File: config.mk
export PLATFORM = sky130hd
export DESIGN_NAME = usm_top
export DESIGN_NICKNAME = d
export VERILOG_FILES = /design/src/hdl/usm_pkg.sv /design/src/hdl/usm_rx_buf.sv /design/src/hdl/usm_top.sv
export VERILOG_INCLUDE_DIRS = /design/src /design/src/hdl
export SDC_FILE = /design/constraint.sdc
export NUM_CORES = 1
export LEC_CHECK = 0
export ABC_CLOCK_PERIOD_IN_PS = 6810
export BUFFER_PORTS_ARGS = -buffer_cell sky130_fd_sc_hd__buf_2
export CAP_MARGIN = 20
export CELL_PAD_IN_SITES_DETAIL_PLACEMENT = 0
export CELL_PAD_IN_SITES_GLOBAL_PLACEMENT = 1
export CORE_ASPECT_RATIO = 1.5
export CORE_MARGIN = 5
export CORE_UTILIZATION = 48
export CTS_CLUSTER_SIZE = 10
export DETAILED_ROUTE_END_ITERATION = 6
export PLACE_DENSITY = 0.95
export SLEW_MARGIN = 20
export SYNTH_ARGS = -nofsm -noshare
export SYNTH_HDL_FRONTEND = slang
export SYNTH_SLANG_ARGS = --single-unit
File: constraint.sdc
create_clock -name clk -period 6.81 [get_ports clk]
set_input_delay 1.7025 -clock clk [delete_from_list [all_inputs] [get_ports clk]]
set_output_delay 1.7025 -clock clk [all_outputs]
set_load 0.02 [all_outputs]
File: src/hdl/usm_cfg.svh
// Constants of the master-SPI serial port: register indices, bit positions, reset values.
// Assumes inclusion by bare name from the design files.
`ifndef USM_CFG_SVH
`define USM_CFG_SVH
// Register indices; the byte address on the bus is four times the index.
`define USM_IDX_STATUS    8'hC0
`define USM_IDX_CTRL      8'hC1
`define USM_IDX_MODE      8'hC2
`define USM_IDX_DIV       8'hC4
`define USM_IDX_DATA      8'hC6
// Status register bits.
`define USM_RX_DONE_BIT   7
`define USM_TX_DONE_BIT   6
`define USM_TX_EMPTY_BIT  5
// Interrupt enable and control register bits.
`define USM_RX_IE_BIT     7
`define USM_TX_IE_BIT     6
`define USM_EMPTY_IE_BIT  5
`define USM_RXEN_BIT      4
`define USM_TXEN_BIT      3
// Mode and frame control register bits.
`define USM_MODE_HI_BIT   7
`define USM_MODE_LO_BIT   6
`define USM_ORDER_BIT     2
`define USM_PHASE_BIT     1
`define USM_POL_BIT       0
`define USM_MODE_MSPI     2'h3
// Reset values.
`define USM_STATUS_RST    8'h20
`define USM_CTRL_RST      8'h00
`define USM_MODE_RST      8'h06
`define USM_DIV_RST       12'h000
// Clock edges per frame: two for each of eight bits.
`define USM_EDGES_LAST    4'hF
`endif

File: src/hdl/usm_pkg.sv
// Types of the master-SPI serial port.
// Assumes no other package.
package usm_pkg;
  typedef enum logic [1:0] {
    USM_IDLE = 2'b00,
    USM_RUN  = 2'b01
  } usm_state_t;
endpackage

File: src/hdl/usm_rx_buf.sv
// Receive buffer: a shift-style FIFO whose head word sits in a register.
// Assumes one clock; a push into a full buffer is dropped unless a pop comes in the same cycle.
`timescale 1ns/1ps
module usm_rx_buf #(
  parameter int WIDTH = 8,
  parameter int DEPTH = 2
) (
  input  wire logic             clk,
  input  wire logic             rstn,
  input  wire logic             flush,
  input  wire logic             push,
  input  wire logic [WIDTH-1:0] push_data,
  input  wire logic             pop,
  output logic      [WIDTH-1:0] head_q,
  output logic                  not_empty,
  output logic                  full
);
  if (DEPTH < 1 || DEPTH > 15) begin : g_chk
    $error("usm_rx_buf: DEPTH out of range");
  end

  logic [WIDTH-1:0] mem_q [DEPTH];
  logic [3:0]       cnt_q;
  logic             do_pop;
  logic             do_push;

  assign not_empty = (cnt_q != 4'h0);
  assign full      = (cnt_q == 4'(DEPTH));
  assign do_pop    = pop && not_empty;
  // The newest byte is lost on overflow; older bytes stay.
  assign do_push   = push && (!full || do_pop);
  assign head_q    = mem_q[0];

  always_ff @(posedge clk or negedge rstn) begin
    if (!rstn) begin
      cnt_q <= 4'h0;
    end else if (flush) begin
      cnt_q <= 4'h0;
    end else begin
      cnt_q <= cnt_q + 4'(do_push) - 4'(do_pop);
    end
  end

  always_ff @(posedge clk or negedge rstn) begin
    if (!rstn) begin
      for (int i = 0; i < DEPTH; i++) begin
        mem_q[i] <= '0;
      end
    end else begin
      for (int i = 0; i < DEPTH; i++) begin
        if (do_pop) begin
          mem_q[i] <= (i + 1 < DEPTH) ? mem_q[(i + 1) % DEPTH] : mem_q[i];
        end
        if (do_push && (4'(i) == (cnt_q - 4'(do_pop)))) begin
          mem_q[i] <= push_data;
        end
      end
    end
  end
endmodule

File: src/hdl/usm_top.sv
// Serial port in master SPI mode with an AHB-Lite register slave.
// Assumes the pin wrapper resolves pins from the enables and the CPU gives its global interrupt enable.
`timescale 1ns/1ps
`include "usm_cfg.svh"
// Functional notes
// RULE1: rx done flag is high exactly while the receive buffer holds unread data.
// RULE2: disabling the receiver flushes the buffer, so rx done drops.
// RULE3: tx done sets when the frame has shifted out and buffer is empty.
// RULE4: tx done clears on interrupt service or a one written to it.
// RULE5: tx buffer empty flag shows room for a byte; it is one after reset.
// RULE6: framing, overrun and parity flags are unused and read zero.
// RULE7: software writes zeros to status bits 4 to 0.
// RULE8: rx interrupt needs its enable, the global enable and rx done.
// RULE9: tx done interrupt needs its enable, the global enable and tx done.
// RULE10: empty interrupt needs its enable, the global enable and the empty flag.
// RULE11: receiver enable hands the serial input pin to the receiver.
// RULE12: transmitter enable takes the output pin; disable waits for idle.
// RULE13: mode field 11 selects master SPI; other codes leave it inactive.
// RULE14: order, phase and polarity are taken in the write enabling SPI.
// RULE15: bit order one sends LSB first, zero sends MSB first.
// RULE16: phase bit picks sampling on the leading or trailing clock edge.
// RULE17: polarity bit sets the idle level of the transfer clock.
// RULE18: software writes zeros to reserved control and mode bits.
// RULE19: transmit holding buffer plus shifter; receive has one extra level.
// RULE20: no write collision flag and no double speed bit.
// RULE21: master only: output pin, input pin and transfer clock pin.
// RULE22: no slave select; software drives it on a general pin.
// RULE23: transfer clock is the clock over two times divisor plus one.
// RULE24: data set up and sampled on opposite edges of the transfer clock.
// RULE25: writing the data register starts each eight-bit transfer.
// RULE26: on receive overflow the newest byte is dropped.
// RULE27: rx done sets in the cycle after the eighth bit is sampled.
module usm_top #(
  parameter int RX_DEPTH = 2,
  parameter int DIV_W    = 12
) (
  input  wire logic        clk,
  input  wire logic        rstn,
  input  wire logic        hsel,
  input  wire logic [9:0]  haddr,
  input  wire logic [1:0]  htrans,
  input  wire logic        hwrite,
  input  wire logic [2:0]  hsize,
  input  wire logic [31:0] hwdata,
  input  wire logic        hready,
  output logic             hreadyout,
  output logic             hresp,
  output logic      [31:0] hrdata,
  input  wire logic        cpu_status_word_gie,
  input  wire logic        tx_done_irq_ack,
  output logic             rx_done_irq,
  output logic             tx_done_irq,
  output logic             tx_empty_irq,
  input  wire logic        serial_in_pin,
  output logic             serial_out_pin_o,
  output logic             serial_out_pin_oe,
  output logic             transfer_clock_pin_o,
  output logic             transfer_clock_pin_oe
);
  if (RX_DEPTH < 1 || DIV_W != 12) begin : g_chk
    $error("usm_top: unsupported parameter");
  end

  function automatic logic first_bit(input logic [7:0] sr, input logic lsb);
    first_bit = lsb ? sr[0] : sr[7];
  endfunction

  function automatic logic [7:0] shift_out(input logic [7:0] sr, input logic lsb);
    shift_out = lsb ? {1'b0, sr[7:1]} : {sr[6:0], 1'b0};
  endfunction

  function automatic logic [7:0] shift_in(input logic [7:0] sr, input logic b, input logic lsb);
    shift_in = lsb ? {b, sr[7:1]} : {sr[6:0], b};
  endfunction

  usm_pkg::usm_state_t state_q;
  logic [7:0]       ctrl_q;
  logic [7:0]       mode_q;
  logic [DIV_W-1:0] div_q;
  logic [DIV_W-1:0] cnt_q;
  logic [3:0]       edge_q;
  logic             sck_q;
  logic             mosi_q;
  logic [7:0]       tx_sr_q;
  logic [7:0]       rx_sr_q;
  logic [7:0]       txb_q;
  logic             txb_full_q;
  logic             tx_done_q;
  logic             tx_active_q;
  logic             rx_s1_q;
  logic             rx_s2_q;
  logic             wr_pend_q;
  logic [7:0]       wr_idx_q;
  logic [31:0]      hrdata_q;
  logic             addr_ok;
  logic             rd_data;
  logic             wr_data;
  logic             wr_status;
  logic             wr_ctrl;
  logic             wr_mode;
  logic             wr_div;
  logic             mspi_on;
  logic             rxen;
  logic             lsb_first;
  logic             cpha;
  logic             cpol;
  logic             tick;
  logic             sample_edge;
  logic             setup_edge;
  logic             frame_end;
  logic             start;
  logic             rx_push;
  logic [7:0]       rx_byte;
  logic [7:0]       rx_head;
  logic             rx_avail;
  logic [7:0]       status_rd;

  // Bus slave: zero wait states, always OKAY.
  assign hreadyout = 1'b1;
  assign hresp     = 1'b0;
  assign hrdata    = hrdata_q;
  assign addr_ok   = hsel && hready && htrans[1] && (haddr[1:0] == 2'h0);
  assign rd_data   = addr_ok && !hwrite && (haddr[9:2] == `USM_IDX_DATA);
  assign wr_data   = wr_pend_q && (wr_idx_q == `USM_IDX_DATA);
  assign wr_status = wr_pend_q && (wr_idx_q == `USM_IDX_STATUS);
  assign wr_ctrl   = wr_pend_q && (wr_idx_q == `USM_IDX_CTRL);
  assign wr_mode   = wr_pend_q && (wr_idx_q == `USM_IDX_MODE);
  assign wr_div    = wr_pend_q && (wr_idx_q == `USM_IDX_DIV);

  assign mspi_on   = ({mode_q[`USM_MODE_HI_BIT], mode_q[`USM_MODE_LO_BIT]} == `USM_MODE_MSPI); // see RULE13
  assign rxen      = ctrl_q[`USM_RXEN_BIT]; // see RULE11
  assign lsb_first = mode_q[`USM_ORDER_BIT];
  assign cpha      = mode_q[`USM_PHASE_BIT];
  assign cpol      = mode_q[`USM_POL_BIT];

  // Error flags are not kept, so status bits 4 to 0 read zero.
  assign status_rd = {rx_avail, tx_done_q, !txb_full_q, 5'h00}; // see RULE1, see RULE5, see RULE6

  always_ff @(posedge clk or negedge rstn) begin
    if (!rstn) begin
      wr_pend_q <= 1'b0;
      wr_idx_q  <= 8'h00;
    end else begin
      wr_pend_q <= addr_ok && hwrite;
      wr_idx_q  <= haddr[9:2];
    end
  end

  always_ff @(posedge clk or negedge rstn) begin
    if (!rstn) begin
      hrdata_q <= 32'h0000_0000;
    end else if (addr_ok && !hwrite) begin
      if (haddr[9:2] == `USM_IDX_STATUS) begin
        hrdata_q <= {24'h000000, status_rd};
      end else if (haddr[9:2] == `USM_IDX_CTRL) begin
        hrdata_q <= {24'h000000, ctrl_q[7:3], 3'h0};
      end else if (haddr[9:2] == `USM_IDX_MODE) begin
        hrdata_q <= {24'h000000, mode_q[7:6], 3'h0, mode_q[2:0]};
      end else if (haddr[9:2] == `USM_IDX_DIV) begin
        hrdata_q <= {20'h00000, div_q};
      end else if (haddr[9:2] == `USM_IDX_DATA) begin
        hrdata_q <= {24'h000000, rx_head};
      end else begin
        hrdata_q <= 32'h0000_0000;
      end
    end
  end

  // No collision flag and no speed doubling: the divisor alone sets the rate.
  always_ff @(posedge clk or negedge rstn) begin // see RULE20
    if (!rstn) begin
      ctrl_q <= `USM_CTRL_RST;
      mode_q <= `USM_MODE_RST;
      div_q  <= `USM_DIV_RST;
    end else begin
      if (wr_ctrl) begin
        ctrl_q <= {hwdata[7:3], 3'h0};
      end
      if (wr_mode) begin
        mode_q <= {hwdata[7:6], 3'h0, hwdata[2:0]}; // see RULE14
      end
      if (wr_div) begin
        div_q <= hwdata[DIV_W-1:0];
      end
    end
  end

  // A disable of the transmitter waits until shifter and buffer are empty.
  always_ff @(posedge clk or negedge rstn) begin
    if (!rstn) begin
      tx_active_q <= 1'b0;
    end else if (ctrl_q[`USM_TXEN_BIT]) begin
      tx_active_q <= 1'b1;
    end else if (state_q == usm_pkg::USM_IDLE && !txb_full_q) begin
      tx_active_q <= 1'b0; // see RULE12
    end
  end

  // Transmit holding buffer; a write while it is full is dropped.
  always_ff @(posedge clk or negedge rstn) begin
    if (!rstn) begin
      txb_q      <= 8'h00;
      txb_full_q <= 1'b0;
    end else if (wr_data && !txb_full_q) begin
      txb_q      <= hwdata[7:0];
      txb_full_q <= 1'b1; // see RULE19
    end else if (start) begin
      txb_full_q <= 1'b0; // see RULE5
    end
  end

  // Set wins over both clears.
  always_ff @(posedge clk or negedge rstn) begin
    if (!rstn) begin
      tx_done_q <= 1'b0;
    end else if (frame_end && !txb_full_q) begin
      tx_done_q <= 1'b1; // see RULE3
    end else if (tx_done_irq_ack || (wr_status && hwdata[`USM_TX_DONE_BIT])) begin
      tx_done_q <= 1'b0; // see RULE4
    end
  end

  always_ff @(posedge clk or negedge rstn) begin
    if (!rstn) begin
      rx_s1_q <= 1'b0;
      rx_s2_q <= 1'b0;
    end else begin
      rx_s1_q <= serial_in_pin;
      rx_s2_q <= rx_s1_q;
    end
  end

  // Transfer engine: a half period lasts divisor plus one clocks.
  assign tick        = (state_q == usm_pkg::USM_RUN) && (cnt_q == '0); // see RULE23
  assign sample_edge = tick && (edge_q[0] == cpha); // see RULE16, see RULE24
  assign setup_edge  = tick && (edge_q[0] != cpha);
  assign frame_end   = tick && (edge_q == `USM_EDGES_LAST);
  assign start       = (state_q == usm_pkg::USM_IDLE) && txb_full_q && tx_active_q && mspi_on; // see RULE25
  assign rx_byte     = shift_in(rx_sr_q, rx_s2_q, lsb_first);
  assign rx_push     = sample_edge && (edge_q[3:1] == 3'h7) && rxen; // see RULE27

  always_ff @(posedge clk or negedge rstn) begin
    if (!rstn) begin
      state_q <= usm_pkg::USM_IDLE;
      cnt_q   <= '0;
      edge_q  <= 4'h0;
    end else begin
      case (state_q)
        usm_pkg::USM_IDLE: begin
          if (start) begin
            state_q <= usm_pkg::USM_RUN;
            cnt_q   <= div_q;
            edge_q  <= 4'h0;
          end
        end
        usm_pkg::USM_RUN: begin
          if (!mspi_on) begin
            state_q <= usm_pkg::USM_IDLE;
          end else if (tick) begin
            cnt_q  <= div_q;
            edge_q <= edge_q + 4'h1;
            if (frame_end) begin
              state_q <= usm_pkg::USM_IDLE;
            end
          end else begin
            cnt_q <= cnt_q - DIV_W'(1);
          end
        end
        default: begin
          state_q <= usm_pkg::USM_IDLE;
        end
      endcase
    end
  end

  // Clock toggles on every edge and rests at the polarity level.
  always_ff @(posedge clk or negedge rstn) begin
    if (!rstn) begin
      sck_q <= 1'b0;
    end else if (state_q == usm_pkg::USM_IDLE || !mspi_on) begin
      sck_q <= cpol; // see RULE17
    end else if (tick) begin
      sck_q <= !sck_q;
    end
  end

  always_ff @(posedge clk or negedge rstn) begin
    if (!rstn) begin
      tx_sr_q <= 8'h00;
      mosi_q  <= 1'b1;
    end else if (start) begin
      if (!cpha) begin
        mosi_q  <= first_bit(txb_q, lsb_first); // see RULE15
        tx_sr_q <= shift_out(txb_q, lsb_first);
      end else begin
        tx_sr_q <= txb_q;
      end
    end else if (setup_edge) begin
      mosi_q  <= first_bit(tx_sr_q, lsb_first);
      tx_sr_q <= shift_out(tx_sr_q, lsb_first);
    end
  end

  always_ff @(posedge clk or negedge rstn) begin
    if (!rstn) begin
      rx_sr_q <= 8'h00;
    end else if (sample_edge) begin
      rx_sr_q <= rx_byte;
    end
  end

  usm_rx_buf #(
    .WIDTH (8),
    .DEPTH (RX_DEPTH)
  ) u_rx_buf (
    .clk       (clk),
    .rstn      (rstn),
    .flush     (!rxen),
    .push      (rx_push),
    .push_data (rx_byte),
    .pop       (rd_data),
    .head_q    (rx_head),
    .not_empty (rx_avail),
    .full      ()
  ); // see RULE2, see RULE19, see RULE26

  assign rx_done_irq  = ctrl_q[`USM_RX_IE_BIT] && cpu_status_word_gie && rx_avail; // see RULE8
  assign tx_done_irq  = ctrl_q[`USM_TX_IE_BIT] && cpu_status_word_gie && tx_done_q; // see RULE9
  assign tx_empty_irq = ctrl_q[`USM_EMPTY_IE_BIT] && cpu_status_word_gie && !txb_full_q; // see RULE10

  // Master only; no slave select output exists.
  assign serial_out_pin_o      = mosi_q; // see RULE21
  assign serial_out_pin_oe     = tx_active_q; // see RULE12
  assign transfer_clock_pin_o  = sck_q;
  assign transfer_clock_pin_oe = tx_active_q;

  // Helper: clocks spent in the running frame.
  logic [16:0] fr_cyc_q;
  always_ff @(posedge clk or negedge rstn) begin
    if (!rstn) begin
      fr_cyc_q <= 17'h00000;
    end else if (start) begin
      fr_cyc_q <= 17'h00001;
    end else if (state_q == usm_pkg::USM_RUN) begin
      fr_cyc_q <= fr_cyc_q + 17'h00001;
    end
  end

  rx_set_a: assert property (@(posedge clk) disable iff (!rstn) // see RULE27
    rx_push && !rd_data |=> rx_avail) else $error("rx flag not set after eighth bit");
  rx_flush_a: assert property (@(posedge clk) disable iff (!rstn) // see RULE2
    !rxen ##1 !rxen |-> !rx_avail && !rx_done_irq) else $error("rx buffer not flushed");
  tx_done_set_a: assert property (@(posedge clk) disable iff (!rstn) // see RULE3
    frame_end && !txb_full_q |=> tx_done_q) else $error("tx done not set at frame end");
  tx_done_clr_a: assert property (@(posedge clk) disable iff (!rstn) // see RULE4
    tx_done_irq_ack && !frame_end |=> !tx_done_q) else $error("tx done not cleared by service");
  tx_empty_a: assert property (@(posedge clk) disable iff (!rstn) // see RULE5
    wr_data && !txb_full_q && !start |=> !status_rd[`USM_TX_EMPTY_BIT]) else $error("empty flag stuck");
  frame_len_a: assert property (@(posedge clk) disable iff (!rstn) // see RULE23
    frame_end && $stable(div_q) |-> fr_cyc_q == 17'(16 * (32'(div_q) + 1))) else $error("frame length wrong");
  sck_idle_a: assert property (@(posedge clk) disable iff (!rstn) // see RULE17
    state_q == usm_pkg::USM_IDLE |=> sck_q == $past(cpol)) else $error("clock not idle");
  txen_hold_a: assert property (@(posedge clk) disable iff (!rstn) // see RULE12
    txb_full_q && tx_active_q |=> serial_out_pin_oe) else $error("pin released with data pending");
  err_zero_a: assert property (@(posedge clk) disable iff (!rstn) // see RULE6
    addr_ok && !hwrite && haddr[9:2] == `USM_IDX_STATUS |=> hrdata[4:0] == 5'h00) else $error("error bits set");
  irq_gate_a: assert property (@(posedge clk) disable iff (!rstn) // see RULE8
    $rose(rx_done_irq) |-> $past(rx_push) || $rose(cpu_status_word_gie) || $rose(ctrl_q[7])) else $error("bad rx irq");

  frame_cov: cover property (@(posedge clk) disable iff (!rstn) frame_end && rx_push);
  b2b_cov: cover property (@(posedge clk) disable iff (!rstn) frame_end && txb_full_q);
  ovf_cov: cover property (@(posedge clk) disable iff (!rstn) rx_push && !rd_data && rx_avail ##1 rx_avail);
  cpha_cov: cover property (@(posedge clk) disable iff (!rstn) frame_end && cpha && lsb_first);
endmodule

# After elaboration in Yosys (flattened, before gate mapping)
# Cells that the tools add are included.
word_totals:
  ff_bits: 132
  inputBits: 55
  output_inout_bits: 41
  word_cells: 149
op_classes:
  addsub: 5
  n_eq_ne: 24
  mux: 40
  n_reduce_logical: 58
op_table:
  columns: ["operator", "n"]
  rows:
  - ["$mux 12", 7]
  - ["$eq 8x8->1 const B", 10]
  - ["$mux 8", 9]
  - ["$logic_and 1x1->1", 34]
  - ["$pmux 12 s2", 1]
  - ["$mux 4", 4]
  - ["$reduce_bool 2->1", 7]
  - ["$mux 1", 13]
  - ["$logic_not 12->1", 1]
  - ["$sub 12x1->12 const B", 1]
  - ["$mux 2", 4]
  - ["$ne 2x2->1 const B", 4]
  - ["$pmux 4 s2", 1]
  - ["$sub 4x1->4", 2]
  - ["$ne 3x3->1 const B", 2]
  - ["$reduce_and 3->1", 2]
  - ["$logic_not 1->1", 5]
  - ["$add 4x1->4", 1]
  - ["$add 4x1->4 const B", 1]
  - ["$eq 1x4->1 const A", 1]
  - ["$eq 4x2->1 const B", 1]
  - ["$eq 4x4->1 const B", 1]
  - ["$logic_not 2->1", 2]
  - ["$logic_not 4->1", 1]
  - ["10 further kinds", 12]

# Longest topological paths before layout
# Gate-level depths: netlist (run 1).
logic_depth:
  ltp_word: 11
  depth_mapped: 13
  depth_no_buf: 12

# By module
# Synthesis (run 1) repeated with hierarchy kept, for this count alone.
unflattened:
  cells_unflattened: 510
  hier_area_um2: 5938.2
modules_own_cells:
  columns: ["mod", "instances", "cells_per_inst", "area_each_um2", "seq_area_each_um2"]
  rows:
  - ["usm_top", 1, 423, 4809.6, 2280.9]
  - ["usm_rx_buf", 1, 87, 1128.6, 500.5]

# Least setup slack after synthesis (run 1)
# Ideal clock, no wire load.
synth_path:
  path_kind: "input to register"
  start: "input haddr[5]"
  end: "register u_rx_buf.mem_q, in the netlist u_rx_buf.head_q[0]"
  setup_time_ns: 0.131
  arrival_ns: 3.711
  t_required_ns: 6.679
  slack_ns: 2.968
  path_stages: 10
  n_path_buf: 1
  path_cell_list: "nor4b_1 nand4_1 nor2_1 ha_1 ha_1 xnor2_1 nand4b_1 or3_1 buf_6 mux2i_1"
synth_via:
  elab_chain_cells: 7
  word_cells_on_any_way: 10
  cone_classes: "1 x add/sub; 1 x eq/ne; 1 x mux; 7 x reduce/logical"
synth_lines:
  columns: ["element", "line", "text"]
  rows:
  - ["start: declaration", "usm_top.sv:40", "input wire logic [9:0] haddr,"]
  - ["$eq 8x8->1 (no source line) *", null, null]
  - ["$logic_and 1x1->1 *", "usm_top.sv:123", "assign rd_data = addr_ok && !hwrite && (haddr[9:2] == `USM_IDX_DATA);"]
  - ["$logic_and 1x1->1 *", "usm_rx_buf.sv:29", "assign do_pop = pop && not_empty;"]
  - ["$sub 4x1->4 / $logic_or 1x1->1 (equally long branches)", "usm_rx_buf.sv:54, usm_rx_buf.sv:31", null]
  - ["$logic_not 4->1 / $logic_and 1x1->1 (equally long branches)", "usm_rx_buf.sv:54, usm_rx_buf.sv:31", null]
  - ["$logic_and 1x1->1", "usm_rx_buf.sv:54", "if (do_push && (4'(i) == (cnt_q - 4'(do_pop)))) begin"]
  - ["$mux 8 / $reduce_bool 2->1 (equally long branches)", null, null]
  - ["end signal: indexed assignment", "usm_rx_buf.sv:52", "mem_q[i] <= (i + 1 < DEPTH) ? mem_q[(i + 1) % DEPTH] : mem_q[i];"]
  - ["end signal: indexed assignment", "usm_rx_buf.sv:55", "mem_q[i] <= push_data;"]
  - ["end: declaration", "usm_rx_buf.sv:22", "logic [WIDTH-1:0] mem_q [DEPTH];"]
# Mark *: on every way between the ends. The rest lies on a longest branch, timed or not.
# A chain may end at the register's enable or synchronous reset.

# Worst setup path in the final report (run 1)
layout_path:
  start: "input haddr[5]"
  end: "register u_rx_buf.mem_q, in the netlist u_rx_buf.head_q[4]"
# The elaborated chain is that of the path after synthesis.

==> impl_metrics.csv, run 1 <==
group,metric,value,unit
worst_hold_path,hold_path.class,"register to register",
logic_synthesis,synth_xor_area_share,1.079,%
global_routing,grt.total_usage,19.23,%
die,die_h,143.2,µm
placement,hpwl,9.799,mm
die,ios,96,
pwr,peakVddDrop,0.1142,mV
pwr,power-per-cell-area,196.7,nW/µm²
logic_synthesis,synth_area,5680,µm²
logic_synthesis,syn_avg_cell_area,10.64,µm²
drt,drc,0,
cells_and_area,diodes,0,
critical_path,r2r_cells,5,
critical_path,worstPathArrival,4.31,ns
die,die_w,98.82,µm
clock_network,htree_levels,3,
drt,wl_met3,709,µm
critical_path,crit_fanout,8,
logic_synthesis,synth_compound_area_share,11.70,%
worst_hold_path,whs_path_depth,0,
timing,finalCritPeriodShare,60.20,%
clock_network,cts_resized,0,
cells_and_area,final_common_cell,"dfrtp_1",
job,maxCapViolCount,0,
global_routing,grt_max_degree,72,
logic_synthesis,synth_ff_type,"dfrtp_1",
logic_synthesis,async_flop_share,100.0,%
drt,wl_met2,6.832,mm
drt,wire_per_inst,18.06,µm
critical_path,crit_top_cell,"ha_1",
global_routing,grt_pass1_wl,21.53,mm
logic_synthesis,yosysTopAreaCell,"dfrtp_1",
pwr,total_power,1227,µW
clock_network,clk_pin_slew,0.07,ns
critical_path,r2r_slack,3.68,ns
global_routing,grt_pass1_vias,4287,
timing,timing.clock.skew,0.007690,ns
placement,gp_congestion,0.8539,
drt,drtIter0Drc,198,
clock_network,clock_latency,0.35,ns
critical_path,cpMaxStageDelayCell,"nor4b_1",
timing,timing.fmax,0.2439,GHz
drt,vias_per_cell,5.852,
timing,fin_setup_tns,0,ns
timing,hold_viol_final,0,
clock_network,post-cts-setup-buffer-count,0,
clock_network,cts_buffer_depth,2,
timing,hold_ws,0.3506,ns
placement,port_buffers,49,
critical_path,max_stage_delay,0.58,ns
logic_synthesis,ys_types,63,
timing,tightest_slew,0.9748,ns
clock_network,cts_buffers,9,
drt,maxUsedRoutingLayer,"met4",
timing,post-route-min-period,4.100,ns
critical_path,critPathBufInv,1,
cells_and_area,syn_to_final_growth,9.824,%
logic_synthesis,synth_top_family_by_area,"multiplexers",
timing,timing.slew.headroom,34.77,%
logic_synthesis,synthAdderAreaFrac,2.996,%
clock_network,cts_tree,"done",
global_routing,antenna_found_initial,0,
critical_path,worst_setup_path_end_kind,"register",
logic_synthesis,ys_top_cells_by_area,"dfrtp_1 48%, mux2i_1 8.8%, mux2_2 6.3%",
cells_and_area,post-route-util,54.10,%
logic_synthesis,syn_inst,534,
die,core-area,11530,µm²
logic_synthesis,yosys.area_share.simple,13.19,%
placement,dp_cells,708,
cells_and_area,layout_common_cells,"108 x dfrtp_1, 50 x mux2i_1, 48 x buf_2",
critical_path,path_class,"primary input to register",
die,start_util,49.26,%
drt,via_count,4237,
logic_synthesis,ys_seq_area_share,48.96,%
critical_path,cpLargestDelayFamily,"simple AND/OR/NAND/NOR gates",
clock_network,hold_buffers,0,
logic_synthesis,ys_warn_count,0,
logic_synthesis,synth-seq-cells,111,
logic_synthesis,synth_edf_count,0,
clock_network,cts_sinks,111,
timing,grt_setup_unrepaired,"false",
critical_path,cp.depth,10,
logic_synthesis,synth_top_area_share,47.58,%
clock_network,cts_root_buf,"clkbuf_16",
timing,setup_viol_count_final,0,
critical_path,required,7.02,ns
die,die_area,14150,µm²
pwr,p_leak,0.002950,µW
drt,dr.pass1.iters,5,
cells_and_area,layout.nets,637,
die,std_cell_rows,48,
timing,slew_viol_final,0,
critical_path,start_kind,"primary input",
cells_and_area,drive_gt1_share,19.34,%
drt,wl_met1,5.104,mm
global_routing,overflow,0,
run_status,status,"complete, no violations",
cells_and_area,final_cells,724,
critical_path,critical_path.cell_chain,"buf_2 > nor4b_1 > nand4_1 > nor2_1 > ha_1 > ha_1 > xnor2_1 > nand4b_1 > or3_1 > mux2i_1",
logic_synthesis,muxShareOfSynthArea,15.55,%
drt,drt-total-wl,13.07,mm
drt,drtAntennaViolNets,0,
-- cells in the mapped netlist, drive strengths merged, types with 4 or more instances --
master  count
nor4        4
a22o        8
nor3       12
and3        4
ha         12
o41ai       4
xnor2       4
or3         5
mux2i      50
nor3b       4
clkbuf     22
inv        22
nor2       42
nand3      16
dfrtp     108
mux2       32
and2        5
nand2b      4
nand2      31
buf        26
nand4       5
o221ai      5
a21oi      29
o21ai      24
a31oi       7
-- state kept, by name, summed over array words and instances (netlist names), 4 cells and up --
signal	cells
cnt_q	12
div_q	12
hrdata	12
rx_sr_q	8
tx_sr_q	8
txb_q	8
u_rx_buf.head_q	8
u_rx_buf.mem_q	8
wr_idx_q	8
ctrl_q	5
mode_q	5
edge_q	4
u_rx_buf.cnt_q	4
-- worst reg2reg max path, delay by kind of cell (launching register included) --
family | cells | cell delay (ns)
compound gates | 1 | 0.41
simple gates | 3 | 1.93
mux | 1 | 0.20
flops | 1 | 0.44
-- final timing paths --
kind | from | endpoint
min reg2reg | rx_s1_q$_DFF_PN0_ | rx_s2_q$_DFF_PN0_
min in group asynchronous | rstn | u_rx_buf.cnt_q[2]$_DFF_PN0_
max | haddr[5] | u_rx_buf.head_q[4]$_DFFE_PN0P_
min | rx_s1_q$_DFF_PN0_ | rx_s2_q$_DFF_PN0_
max in group asynchronous | rstn | cnt_q[7]$_DFFE_PN0P_
max reg2reg | cnt_q[6]$_DFFE_PN0P_ | u_rx_buf.head_q[4]$_DFFE_PN0P_
-- cell type report --
class                           instances  area [µm²]
Clock buffer                           12       256.5
Tap cell                              150       187.7
Fill cell                            1027        5293
Clock inverter                          4       28.78
Inverter                               23       86.33
Timing Repair Buffer                   52       270.3
Sequential cell                       111        2781
Multi-Input combinational cell        372        2628
-- metal layers --
| layer | vias up | GRT usage [%] |
|---|---|---|
| li1 | 1938 | - |
| met1 | 2130 | 22.43 |
| met2 | 139 | 34.03 |
| met3 | 30 | 4.154 |
| met4 | 0 | 8.058 |
| met5 | - | 0 |
-- cells by family (layout without fill, tap and decap cells) --
group           Yosys count  in the layout
compound gates          100            100
other cells               2             22
buf+inv                  71             91
flops                   111            111
simple gates            147            147
mux                      83             83
xor+xnor                  7              7
fa+ha+maj                13             13
-- per-stage QoR --
step	setup slack, ns	area [µm²]
after global routing	2.408	6238
after global placement	2.459	5937
after detailed placement	2.371	5946
final	2.710	6238
after CTS	2.712	6231
after floorplan	2.968	5756
-- power breakdown --
part / leakage (µW) / switching (µW) / internal, µW
clock network: 0.000135 / 236 / 269
registers: 0.00146 / 4.53 / 664
logic: 0.00135 / 40.5 / 12.9
total: 0.00295 / 281 / 946
Note: power is estimated with default switching activity, not from simulation.
==> run 2, diff against run 1 <==
--- a/config.mk
+++ b/config.mk
@@ -6,17 +6,18 @@
 export SDC_FILE = /design/constraint.sdc
 export NUM_CORES = 1
 export LEC_CHECK = 0
-export ABC_CLOCK_PERIOD_IN_PS = 6810
+export ABC_AREA = 1
+export ABC_CLOCK_PERIOD_IN_PS = 3700
 export BUFFER_PORTS_ARGS = -buffer_cell sky130_fd_sc_hd__buf_2
 export CAP_MARGIN = 20
 export CELL_PAD_IN_SITES_DETAIL_PLACEMENT = 0
 export CELL_PAD_IN_SITES_GLOBAL_PLACEMENT = 1
 export CORE_ASPECT_RATIO = 1.5
 export CORE_MARGIN = 5
-export CORE_UTILIZATION = 48
+export CORE_UTILIZATION = 38
 export CTS_CLUSTER_SIZE = 10
 export DETAILED_ROUTE_END_ITERATION = 6
-export PLACE_DENSITY = 0.95
+export PLACE_DENSITY = 0.85
 export SLEW_MARGIN = 20
 export SYNTH_ARGS = -nofsm -noshare
 export SYNTH_HDL_FRONTEND = slang
==> constraint.sdc (replaced) <==
create_clock -name clk -period 3.7 [get_ports clk]
set_input_delay 0.925 -clock clk [delete_from_list [all_inputs] [get_ports clk]]
set_output_delay 0.925 -clock clk [all_outputs]
set_load 0.02 [all_outputs]
==> run 2 against run 1 <==
  * Cell count increased by 32%
  * Power rose by 130%
  * Die area increased by 27%
  * Combinational power grew to 7.4 times the previous value
  * Register-to-register slack worse by 2.6 ns
  * Critical path type unchanged
  * Critical path depth grew 4
  * Sequential share of layout area decreased by 1.9 points
  * First-iteration DRC count decreased by 17%
  * Largest cell class unchanged
  * Global-route usage shrank 3.4 points
  * Setup slack got worse by 1.7 ns
  * Area after synthesis increased by 2.5%
  * Final area rose by 4.6%
==> impl_metrics.csv, run 2 <==
group,metric,value,unit
timing,finalCritPeriodShare,73.70,%
global_routing,antenna_found_initial,0,
clock_network,cts_tree,"done",
logic_synthesis,syn_avg_cell_area,8.221,µm²
clock_network,cts_root_buf,"clkbuf_16",
critical_path,start_kind,"primary input",
placement,gp_congestion,0.8389,
cells_and_area,final_common_cell,"nand2_1",
pwr,p_int,2035,µW
timing,timing.fmax,0.3667,GHz
die,die_w,111.1,µm
timing,grt_setup_unrepaired,"false",
pwr,p_sw,796.6,µW
pwr,p_seq_share,48.2,%
cells_and_area,diodes,0,
logic_synthesis,async_flop_share,100.0,%
logic_synthesis,synth_edf_count,0,
drt,drtIter0Drc,165,
logic_synthesis,yosysTopAreaCell,"dfrtp_1",
global_routing,overflow,0,
logic_synthesis,synth_most_common_cell,"nand2_1",
pwr,p_leak,0.003440,µW
global_routing,grt.total_usage,15.83,%
clock_network,post-cts-setup-buffer-count,0,
pwr,power-per-cell-area,434.1,nW/µm²
cells_and_area,fill_cells,1557,
die,core-area,15070,µm²
critical_path,required,3.94,ns
critical_path,worst_setup_path_end_kind,"register",
cells_and_area,layout_common_cells,"200 x nand2_1, 108 x dfrtp_1, 72 x inv_1",
worst_hold_path,hold_path.class,"register to register",
drt,wire_per_inst,14.30,µm
pwr,clkPwrFrac,37.8,%
cells_and_area,syn_to_final_growth,12.06,%
cells_and_area,multiInputGateArea,2549,µm²
critical_path,worstPathArrival,2.97,ns
drt,drt-total-wl,13.72,mm
timing,timing.clock.skew,0.01081,ns
critical_path,crit_fanout,16,
timing,setup_viol_count_final,0,
timing,post-route-min-period,2.727,ns
cells_and_area,post-route-util,43.28,%
placement,hpwl,10.59,mm
cells_and_area,regArea,2781,µm²
drt,drtAntennaViolNets,0,
drt,drc,0,
logic_synthesis,ys_types,43,
logic_synthesis,syn_inst,708,
logic_synthesis,synth_common_cells,"200 x nand2_1, 108 x dfrtp_1, 72 x inv_1",
logic_synthesis,synth_ff_type,"dfrtp_1",
critical_path,cpMaxStageDelayCell,"nor2_2",
run_status,status,"complete, no violations",
global_routing,grt_pass1_vias,4747,
pwr,peakVddDrop,0.2140,mV
critical_path,max_stage_delay,0.36,ns
die,die_area,17940,µm²
logic_synthesis,ys_warn_count,0,
logic_synthesis,ys_top_cells_by_area,"dfrtp_1 46%, nand2_1 13%, o21ai_0 5.8%",
timing,hold_viol_final,0,
drt,vias_per_cell,4.824,
global_routing,grt_pass1_wl,23.28,mm
logic_synthesis,synth_top_area_share,46.43,%
drt,via_count,4626,
clock_network,clk_pin_slew,0.07,ns
logic_synthesis,ys_seq_area_share,47.79,%
timing,slew_viol_final,0,
cells_and_area,drive_gt1_share,14.21,%
timing,tightest_slew,0.7968,ns
die,std_cell_rows,55,
logic_synthesis,synth_area,5821,µm²
clock_network,cts_resized,0,
timing,timing.slew.headroom,46.75,%
drt,dr.pass1.iters,4,
placement,port_buffers,49,
die,start_util,38.62,%
critical_path,crit_top_cell,"nand3_1",
clock_network,htree_levels,3,
clock_network,cts_buffers,9,
logic_synthesis,synth-seq-cells,111,
critical_path,path_class,"primary input to register",
clock_network,clock_latency,0.36,ns
clock_network,cts_buffer_depth,2,
critical_path,critical_path.cell_chain,"buf_2 > inv_1 > nand2_1 > nor2_1 > nand3_1 > nor2_2 > ha_1 > ha_1 > xnor2_1 > nand3_1 > nor2_2 > nand3_4 > nand3_1 > nand2_1",
pwr,pwr-share-comb,14.0,%
pwr,switching_share,28.13,%
cells_and_area,layout.nets,823,
global_routing,grt_max_degree,55,
die,ios,96,
clock_network,hold_buffers,0,
job,maxCapViolCount,0,
clock_network,cts_sinks,111,
die,die_h,161.6,µm
timing,fin_setup_tns,0,ns
run 2: layout make-up:
type / instances / area share (%)
flip-flops and latches: 111 / 42.64
inverters: 80 / 4.604
well taps: 199 / 3.817
repair buffers: 56 / 4.796
clock buffers: 9 / 3.453
multi-input cells: 497 / 39.08
clock inverters: 7 / 1.611
run 2: routing by layer:
metal | up-vias | routed length [µm] | global-route usage [%]
met3 | 15 | 437 | 2.061
met2 | 76 | 7383 | 30.19
li1 | 2355 | - | -
met5 | - | 0 | 0
met1 | 2180 | 5639 | 17.91
met4 | 0 | 256 | 5.700
run 2: cell families (layout without fill, tap and decap cells):
logic type                 after synthesis  in the layout  synth area share (%)
and+or+nand+nor                        333            333                 25.77
other                                    2             22                0.1290
xor gates and xnor gates                 3              3                0.4515
buffers and inverters                  120            152                 9.716
muxes                                   14             14                 2.407
AOI/OAI and AO/OA                      112            112                 10.81
adders and majority gates               13             13                 2.923
DFF                                    111            111                 47.79
run 2: power groups by stage:
| stage | logic, µW | registers, µW | clock network [µW] |
|---|---|---|---|
| final | 397 | 1360 | 1070 |
| after global routing | 458 | 1380 | 1140 |
| after CTS | 404 | 1370 | 1100 |
| after detailed placement | 401 | 1390 | 0 |
| after global placement | 390 | 1390 | 0 |
| after floorplan | 310 | 1370 | 0 |
run 2: critical path, delay by kind of cell:
| family | cells | cell delay, ns |
|---|---|---|
| XOR/XNOR | 1 | 0.11 |
| adder cells (fa/ha/maj) | 2 | 0.36 |
| AND/OR/NAND/NOR | 9 | 1.43 |
| buffers and inverters | 2 | 0.14 |
run 2: through the flow:
stage	hold slack (ns)	area [µm²]	power, µW	instances	setup WS (ns)
after floorplan	0.3312	5896	1684	728	0.7635
after global placement	0.3387	6192	1776	943	0.5806
after detailed placement	0.3371	6192	1791	943	0.5844
after CTS	0.3544	6523	2866	959	0.9383
after global routing	0.3684	6523	2974	959	0.6958
final	0.3516	6523	2831	959	0.9732
run 2: worst paths after layout:
check | to | from | slack (ns) | depth (start not counted)
worst max-delay path | u_rx_buf.head_q[7]$_DFFE_PN0P_ | haddr[0] | 0.97 | 14
worst min-delay path | rx_s2_q$_DFF_PN0_ | rx_s1_q$_DFF_PN0_ | 0.35 | 0
worst max register to register | u_rx_buf.head_q[7]$_DFFE_PN0P_ | u_rx_buf.cnt_q[2]$_DFF_PN0_ | 1.04 | 13
worst min register to register | rx_s2_q$_DFF_PN0_ | rx_s1_q$_DFF_PN0_ | 0.35 | 0
max in group asynchronous | serial_out_pin_o$_DFFE_PN1P_ | rstn | 2.28 | 2
min in group asynchronous | u_rx_buf.cnt_q[1]$_DFF_PN0_ | rstn | 0.62 | 1
